## src/pm_regs_pkg.sv

```systemverilog
// Package: register map, field layout and reset values of the power management registers
package pm_regs_pkg;
  localparam int          ADDR_W          = 8;
  localparam int          DATA_W          = 32;
  localparam logic [7:0]  OFFS_CAP        = 8'hC0;
  localparam logic [7:0]  OFFS_CSR        = 8'hC4;
  localparam logic [7:0]  OFFS_PORT_CFG   = 8'hE0;
  localparam int          AUX_LSB         = 22;
  localparam int          AUX_MSB         = 24;
  localparam int          D1_BIT          = 25;
  localparam int          D2_BIT          = 26;
  localparam int          EVSUP_LSB       = 27;
  localparam int          EVSUP_MSB       = 31;
  localparam int          POWER_STATE_SEL_LSB      = 0;
  localparam int          POWER_STATE_SEL_MSB      = 1;
  localparam int          CTX_BIT         = 3;
  localparam int          EVEN_BIT        = 8;
  localparam int          EVST_BIT        = 15;
  localparam int          UPSTREAM_BIT    = 0;
  localparam int          LOCK_BIT        = 1;
  localparam logic [2:0]  AUX_RST         = 3'h7;
  localparam logic [4:0]  EVSUP_RST       = 5'h19;
  localparam logic [1:0]  POWER_STATE_SEL_D0       = 2'h0;
  localparam logic [1:0]  POWER_STATE_SEL_D1       = 2'h1;
  localparam logic [1:0]  POWER_STATE_SEL_D2       = 2'h2;
  localparam logic [1:0]  POWER_STATE_SEL_D3HOT    = 2'h3;
  localparam logic        CTX_RST         = 1'h1;
  localparam logic        EVEN_RST        = 1'h0;
  localparam logic [31:0] ZERO_WORD       = 32'h0000_0000;
endpackage : pm_regs_pkg

```

## src/pci_power_mgmt_regs.sv

```systemverilog
// Power management capability and control/status registers of one switch port
`timescale 1ns/1ps
`default_nettype none
// How it works
// - Sticky writable 3-bit aux current in 24:22, reset 7 (375 mA).
// - Capability bits 25 and 26 read zero, no D1 or D2.
// - Sticky 5-bit event support mask 31:27, reset 11001.
// - Read-write power state in 1:0, reset D0; 3 means D3hot.
// - Lockable context-preserved bit 3, default one.
// - Sticky writable event enable bit 8, reset zero.
// - Hot reset leaves event enable alone; fundamental reset restores it.
// - Port-made event sets sticky status bit 15; writing one clears.
// - Forwarded downstream events do not set the status bit.
// - Upstream port never sets the status bit.
// - Data select, scale and data fields read zero.
// - Bits 22 and 23 of control/status read zero.
module pci_power_mgmt_regs (
  input  wire logic        CLK,
  input  wire logic        SYS_RST,
  input  wire logic        HOT_RST,
  input  wire logic [7:0]  ADDR,
  input  wire logic [31:0] WDATA,
  input  wire logic        WR,
  input  wire logic        RD,
  input  wire logic        PORT_EVENT,
  input  wire logic        FWD_EVENT,
  output logic      [31:0] RDATA,
  output logic      [1:0]  POWER_STATE,
  output logic             EVENT_MSG_EN,
  output logic             IS_UPSTREAM
);

  logic [2:0] aux_current_req_r;
  logic [4:0] evsup_r;
  logic [1:0] power_state_sel_r;
  logic       context_preserved_flag_r;
  logic       power_event_enable_r;
  logic       power_event_status_r;
  logic       upstream_r;
  logic       lock_r;
  logic [31:0] cap_word;
  logic [31:0] csr_word;
  logic [31:0] cfg_word;
  logic [31:0] rdata_nxt;
  logic [1:0] wr_state;
  logic       wr_cap;
  logic       wr_csr;
  logic       wr_cfg;
  logic       ev_set;

  assign wr_cap   = WR && (ADDR == pm_regs_pkg::OFFS_CAP);
  assign wr_csr   = WR && (ADDR == pm_regs_pkg::OFFS_CSR);
  assign wr_cfg   = WR && (ADDR == pm_regs_pkg::OFFS_PORT_CFG);
  assign wr_state = WDATA[pm_regs_pkg::POWER_STATE_SEL_MSB:pm_regs_pkg::POWER_STATE_SEL_LSB];
  assign ev_set   = PORT_EVENT && !upstream_r;

  // Sticky capability fields, fundamental reset only
  always_ff @(posedge CLK) begin
    if (SYS_RST) begin
      aux_current_req_r <= pm_regs_pkg::AUX_RST;
      evsup_r           <= pm_regs_pkg::EVSUP_RST;
    end else if (wr_cap) begin
      aux_current_req_r <= WDATA[pm_regs_pkg::AUX_MSB:pm_regs_pkg::AUX_LSB];
      evsup_r           <= WDATA[pm_regs_pkg::EVSUP_MSB:pm_regs_pkg::EVSUP_LSB];
    end
  end

  // Power state, returned to D0 by either reset
  always_ff @(posedge CLK) begin
    if (SYS_RST || HOT_RST) begin
      power_state_sel_r <= pm_regs_pkg::POWER_STATE_SEL_D0;
    end else if (wr_csr && wr_state != pm_regs_pkg::POWER_STATE_SEL_D1
                 && wr_state != pm_regs_pkg::POWER_STATE_SEL_D2) begin
      power_state_sel_r <= wr_state;
    end
  end

  // Context flag is writable until the port lock bit is set
  always_ff @(posedge CLK) begin
    if (SYS_RST || HOT_RST) begin
      context_preserved_flag_r <= pm_regs_pkg::CTX_RST;
    end else if (wr_csr && !lock_r) begin
      context_preserved_flag_r <= WDATA[pm_regs_pkg::CTX_BIT];
    end
  end

  // Event enable survives a hot reset
  always_ff @(posedge CLK) begin
    if (SYS_RST) begin
      power_event_enable_r <= pm_regs_pkg::EVEN_RST;
    end else if (wr_csr) begin
      power_event_enable_r <= WDATA[pm_regs_pkg::EVEN_BIT];
    end
  end

  // Sticky status; a new event wins over a clear in the same cycle
  always_ff @(posedge CLK) begin
    if (SYS_RST) begin
      power_event_status_r <= 1'b0;
    end else if (ev_set) begin
      power_event_status_r <= 1'b1;
    end else if (wr_csr && WDATA[pm_regs_pkg::EVST_BIT]) begin
      power_event_status_r <= 1'b0;
    end
  end

  // Port configuration: upstream role and lock
  always_ff @(posedge CLK) begin
    if (SYS_RST) begin
      upstream_r <= 1'b0;
      lock_r     <= 1'b0;
    end else if (wr_cfg) begin
      upstream_r <= WDATA[pm_regs_pkg::UPSTREAM_BIT];
      lock_r     <= WDATA[pm_regs_pkg::LOCK_BIT];
    end
  end

  always_comb begin
    cap_word = pm_regs_pkg::ZERO_WORD;
    cap_word[pm_regs_pkg::AUX_MSB:pm_regs_pkg::AUX_LSB]     = aux_current_req_r;
    cap_word[pm_regs_pkg::EVSUP_MSB:pm_regs_pkg::EVSUP_LSB] = evsup_r;
    csr_word = pm_regs_pkg::ZERO_WORD;
    csr_word[pm_regs_pkg::POWER_STATE_SEL_MSB:pm_regs_pkg::POWER_STATE_SEL_LSB] = power_state_sel_r;
    csr_word[pm_regs_pkg::CTX_BIT]  = context_preserved_flag_r;
    csr_word[pm_regs_pkg::EVEN_BIT] = power_event_enable_r;
    csr_word[pm_regs_pkg::EVST_BIT] = power_event_status_r;
    cfg_word = pm_regs_pkg::ZERO_WORD;
    cfg_word[pm_regs_pkg::UPSTREAM_BIT] = upstream_r;
    cfg_word[pm_regs_pkg::LOCK_BIT]     = lock_r;
    case (ADDR)
      pm_regs_pkg::OFFS_CAP:      rdata_nxt = cap_word;
      pm_regs_pkg::OFFS_CSR:      rdata_nxt = csr_word;
      pm_regs_pkg::OFFS_PORT_CFG: rdata_nxt = cfg_word;
      default:                    rdata_nxt = pm_regs_pkg::ZERO_WORD;
    endcase
  end

  // Read data stands only in the cycle after the strobe
  always_ff @(posedge CLK) begin
    if (SYS_RST) begin
      RDATA <= pm_regs_pkg::ZERO_WORD;
    end else if (RD) begin
      RDATA <= rdata_nxt;
    end else begin
      RDATA <= pm_regs_pkg::ZERO_WORD;
    end
  end

  always_ff @(posedge CLK) begin
    if (SYS_RST) begin
      POWER_STATE  <= pm_regs_pkg::POWER_STATE_SEL_D0;
      EVENT_MSG_EN <= 1'b0;
      IS_UPSTREAM  <= 1'b0;
    end else begin
      POWER_STATE  <= power_state_sel_r;
      EVENT_MSG_EN <= power_event_enable_r;
      IS_UPSTREAM  <= upstream_r;
    end
  end
endmodule : pci_power_mgmt_regs
`default_nettype wire

```

## config.mk

```make
export PLATFORM = sky130hd
export DESIGN_NAME = pci_power_mgmt_regs
export DESIGN_NICKNAME = d
export VERILOG_FILES = /design/src/pm_regs_pkg.sv /design/src/pci_power_mgmt_regs.sv
export SDC_FILE = /design/constraint.sdc
export NUM_CORES = 1
export LEC_CHECK = 0
export BUFFER_PORTS_ARGS = -buffer_cell sky130_fd_sc_hd__buf_2
export CORE_AREA = 2 2 70 72
export DETAILED_ROUTE_END_ITERATION = 10
export DIE_AREA = 0 0 72 74
export SLEW_MARGIN = 10
export SYNTH_ARGS = -nofsm -noshare
export SYNTH_HDL_FRONTEND = slang
export SYNTH_SLANG_ARGS = --single-unit
```

## constraint.sdc

```tcl
create_clock -name CLK -period 2.1 [get_ports CLK]
set_input_delay 0.21 -clock CLK [delete_from_list [all_inputs] [get_ports CLK]]
set_output_delay 0.21 -clock CLK [all_outputs]
set_load 0.02 [all_outputs]
```

# Word-level counts from Yosys, hierarchy flattened
# Cells that the tools add are included.
# classes
eq_ne	5
n_mux	3
n_bitwise	1
n_reduce_logical	13
# ops
cell	count
32-bit one-hot mux with 3 select lines	1
8-bit equality test (second input constant)	3
1-bit logical AND	8
1-bit zero test	2
1-bit two-way mux	2
2-bit by 1-bit inequality test with 1-bit output (second input constant)	1
2-bit inequality test (second input constant)	1
2-bit nonzero test	1
2-bit OR reduction	1
1-bit logical OR	1
1-bit NOT	1
# word_totals
reg_bits	51
in_bits	47
out_inout_bits	36

# Longest topological paths before layout
# logic_depth
ltp_word	5
depth_mapped	4

# Worst setup path before layout
# Ideal clock, no wire load.
# synth_path
path_type	in2reg
startpoint	input ADDR[1]
endpoint	register power_event_enable_r
setup_ns	0.123
arrival_ns	1.067
t_required_ns	1.977
path_slack_ns	0.909
path_stages	3
cell_sequence	nor4b_4 -> and3_1 -> mux2_1
# synth_via
elab_chain_len	2
# synth_lines
element	line_no	rtl
from (decl)	pci_power_mgmt_regs.sv:21	input wire logic [7:0] ADDR,
8-bit equality test	pci_power_mgmt_regs.sv:52	assign wr_csr = WR && (ADDR == pm_regs_pkg::OFFS_CSR);
1-bit logical AND	pci_power_mgmt_regs.sv:52	
to (signal assigned)	pci_power_mgmt_regs.sv:90	power_event_enable_r <= pm_regs_pkg::EVEN_RST;
to (signal assigned)	pci_power_mgmt_regs.sv:92	power_event_enable_r <= WDATA[pm_regs_pkg::EVEN_BIT];
to (decl)	pci_power_mgmt_regs.sv:37	logic power_event_enable_r;
# Every way passes these cells.
# A chain may end at the register's enable or synchronous reset.

# Worst setup path after layout
# layout_path
startpoint	input ADDR[1]
endpoint	register evsup_r[4]
# layout_via
elab_chain_len	2
# layout_lines
element	line_no	rtl
8-bit equality test	pci_power_mgmt_regs.sv:51	assign wr_cap = WR && (ADDR == pm_regs_pkg::OFFS_CAP);
1-bit logical AND	pci_power_mgmt_regs.sv:51	
to (signal assigned)	pci_power_mgmt_regs.sv:61	evsup_r <= pm_regs_pkg::EVSUP_RST;
to (signal assigned)	pci_power_mgmt_regs.sv:64	evsup_r <= WDATA[pm_regs_pkg::EVSUP_MSB:pm_regs_pkg::EVSUP_LSB];
to (decl)	pci_power_mgmt_regs.sv:34	logic [4:0] evsup_r;
# Every way passes these cells.

==> results.yml <==
yosys:
  syn_avg_cell_area_um2: 9.964
  yosysSeqAreaShare_pct: 46.93
  ys.warnings.count: 0
  syn_inst: 137
  synth_seq_cells: 32
  yosysUniqueCellTypes: 28
  syn-cell-area_um2: 1365
timing:
  hold_violations: 0
  rsz0062_at_grt: "no"
  skew_ps: 3.052
  slew_headroom_pct: 65.41
  final-setup-viol-count: 0
  finalCriticalPeriod_ps: 1262
  fin_setup_tns_ps: 0
  tightest_slew_ps: 518.8
  postLayoutSetupSlackWorst_ps: 838.0
  finalMaxSlewViolations: 0
  finalCritPeriodShare_pct: 60.10
  clock.fmax_mhz: 792.4
power_and_ir_drop:
  p_seq_share_pct: 51.6
  power.switching_mw: 0.2751
  p_int_mw: 0.9059
  vdd_drop_max_v: 0.0001747
  clkPwrFrac_pct: 40.4
  leakage_nw: 0.7606
  p_comb_share_pct: 7.9
  switching_share_pct: 23.29
  power_density_nw_per_um2: 720.5
clock_network:
  post_cts_buffers: 0
  htreeDepth: 2
  hold_buffers: 0
  cts_resized: 0
  cts-root-buf: "clkbuf_8"
  cts_buffer_depth: 2
  clk_latency_ps: 280
  cts_tree: "built"
  cts_buffers: 5
  cts_sinks: 32
  clk_pin_slew_ps: 60
global_route:
  overflow: 0
  grt_max_degree: 32
  antenna_found_initial: 0
  grt_pass1_wl_um: 3905
  grt_pass1_vias: 864
  grt_usage_pct: 9.840
route:
  drt-total-wl_um: 2467
  ant_nets: 0
  wl_met2_um: 1146
  via_per_inst: 4.224
  dr_wl_met3_um: 229
  first_pass_iters: 4
  avgRoutedWirePerCell_um: 10.41
  top_layer_used: "met4"
  route.detailed.drc: 0
  drt-met1-wl_um: 1041
  vias: 1001
  drt_iter0_drc: 47
die:
  initial_core_util_pct: 29.69
  rows: 25
  die-area_um2: 5328
  core_area_um2: 4598
  die_w_um: 72
  io_pins: 83
  fp.dieH_um: 74
setup_path:
  reg2reg_depth: 3
  crit_type: "input pin to flop"
  slowest_stage: "and3_1"
  end_kind: "flop"
  critPathMaxStageDelay_ps: 540
  cp_max_fo: 8
  cp.arrival_ps: 1470
  cp-start-kind: "input pin"
  required_ps: 2310
  path_cells: "buf_2 > nor4_4 > and3_1 > mux2i_1"
placed_design:
  port_buffers: 43
  place_congestion: 0.7341
  dp_worst_setup_slack_ps: 522.2
  dp_hpwl_um: 1850
finish:
  nNetsFinal: 229
  antennaDiodeCount: 0
  drive_above_1_share_pct: 28.42
  area_growth_syn_to_layout_pct: 20.07
flow_run:
  drv_cap: 0
run_status:
  status: "completed"
min_path:
  hold_class: "input pin to flop"
  hold_path_depth: 2
[critical path: cells and delay by family]
family	cells	cell delay (ps)
muxes	1	240
and+or+nand+nor	2	890
buffers and inverters	1	130
[area by class of cell]
class | instances | area, µm²
inverters | 2 | 7.507
flip-flops and latches | 32 | 640.6
clock buffers | 8 | 90.09
multi-input cells | 98 | 618.1
repair buffers | 43 | 215.2
well taps | 54 | 67.56
fillers | 459 | 2959
[routing by layer]
metal  up-vias  GRT usage, %
li1        514             -
met1       441         10.74
met2        40         15.64
met3         6         5.014
met4         0         5.451
met5         -             0
[placed cells by master (no fill, tap or decap), drive strengths merged]
cell and instances:
clkbuf 8, a21oi 3, nor4bb 1, buf 43, nor2b 6, mux2i 10, nor4 1, nand3 4
o311ai 2, nor4b 1, o211ai 2, nand2b 7, and4bb 1, nor2 14, a311oi 1, conb 19
mux2 2, dfxtp 32, and3 7, inv 2, and4b 1, and2 9, nand4 1, nor3 2
nand2 3, nand4b 1
[Yosys cell counts]
| cell | count | area (µm²) |
|---|---|---|
| nand2_1 | 3 | 11.26 |
| nor3_1 | 2 | 10.01 |
| nor4bb_1 | 1 | 10.01 |
| inv_1 | 2 | 7.510 |
| nand3_1 | 4 | 20.02 |
| clkbuf_1 | 2 | 7.510 |
| buf_4 | 19 | 142.6 |
| and4bb_2 | 1 | 12.51 |
| and2_1 | 9 | 56.30 |
| nand4_1 | 1 | 6.260 |
| buf_2 | 1 | 5.000 |
| buf_6 | 1 | 11.26 |
| nand2b_1 | 7 | 43.79 |
| nor4_4 | 1 | 21.27 |
| dfxtp_1 | 32 | 640.6 |
| nor2_1 | 14 | 52.55 |
| and3_1 | 7 | 43.79 |
| conb_1 | 1 | 3.750 |
| mux2i_1 | 10 | 100.1 |
| nor2b_1 | 6 | 37.54 |
| o311ai_0 | 2 | 17.52 |
| o211ai_1 | 2 | 15.01 |
| nor4b_4 | 1 | 23.77 |
| and4b_1 | 1 | 10.01 |
| mux2_1 | 2 | 22.52 |
| a311oi_1 | 1 | 8.760 |
| nand4b_1 | 1 | 8.760 |
| a21oi_1 | 3 | 15.01 |
[power by group through the flow]
| stage | sequential [mW] | combinational, mW | clock [mW] |
|---|---|---|---|
| after floorplan | 0.623 | 0.0832 | 0 |
| after global placement | 0.623 | 0.0933 | 0 |
| after detailed placement | 0.623 | 0.0936 | 0 |
| after CTS | 0.610 | 0.0940 | 0.492 |
| after global routing | 0.609 | 0.102 | 0.520 |
| final | 0.610 | 0.0937 | 0.478 |
[cell families (layout without fill, tap and decap cells)]
logic type | count (synthesis) | in the layout | synth area share, %
AOI/OAI and AO/OA | 8 | 8 | 4.124
muxes | 12 | 12 | 8.983
buffers and inverters | 25 | 53 | 12.74
other | 1 | 19 | 0.2747
DFF | 32 | 32 | 46.93
and+or+nand+nor | 59 | 59 | 26.95
[worst paths after layout]
path	startpoint	endpoint	slack, ps
min	WDATA[15]	power_event_status_r	130
min reg2reg	aux_current_req_r[0]	RDATA[22]	450
max	ADDR[1]	evsup_r[4]	840
max reg2reg	upstream_r	upstream_r	1250
[flip-flops by register name, indices dropped and copies added, names as in the netlist]
register / flops
aux_current_req_r: 3
EVENT_MSG_EN: 1
IS_UPSTREAM: 1
POWER_STATE: 2
upstream_r: 1
power_event_status_r: 1
power_state_sel_r: 2
context_preserved_flag_r: 1
power_event_enable_r: 1
evsup_r: 5
RDATA: 13
lock_r: 1
[through the flow]
stage / hold WS (ps) / power [mW] / utilization [%] / cell area, µm² / instances
floorplan: 319.7 / 0.7063 / - / 1433 / 155
global placement: 418.4 / 0.7164 / 33.69 / 1549 / 229
detailed placement: 422.5 / 0.7168 / 33.69 / 1549 / 229
CTS: 117.8 / 1.195 / 35.65 / 1639 / 237
global route: 113.0 / 1.232 / 35.65 / 1639 / 237
finish: 127.7 / 1.181 / 35.65 / 1639 / 237
Power figures use the tool's default switching activity.
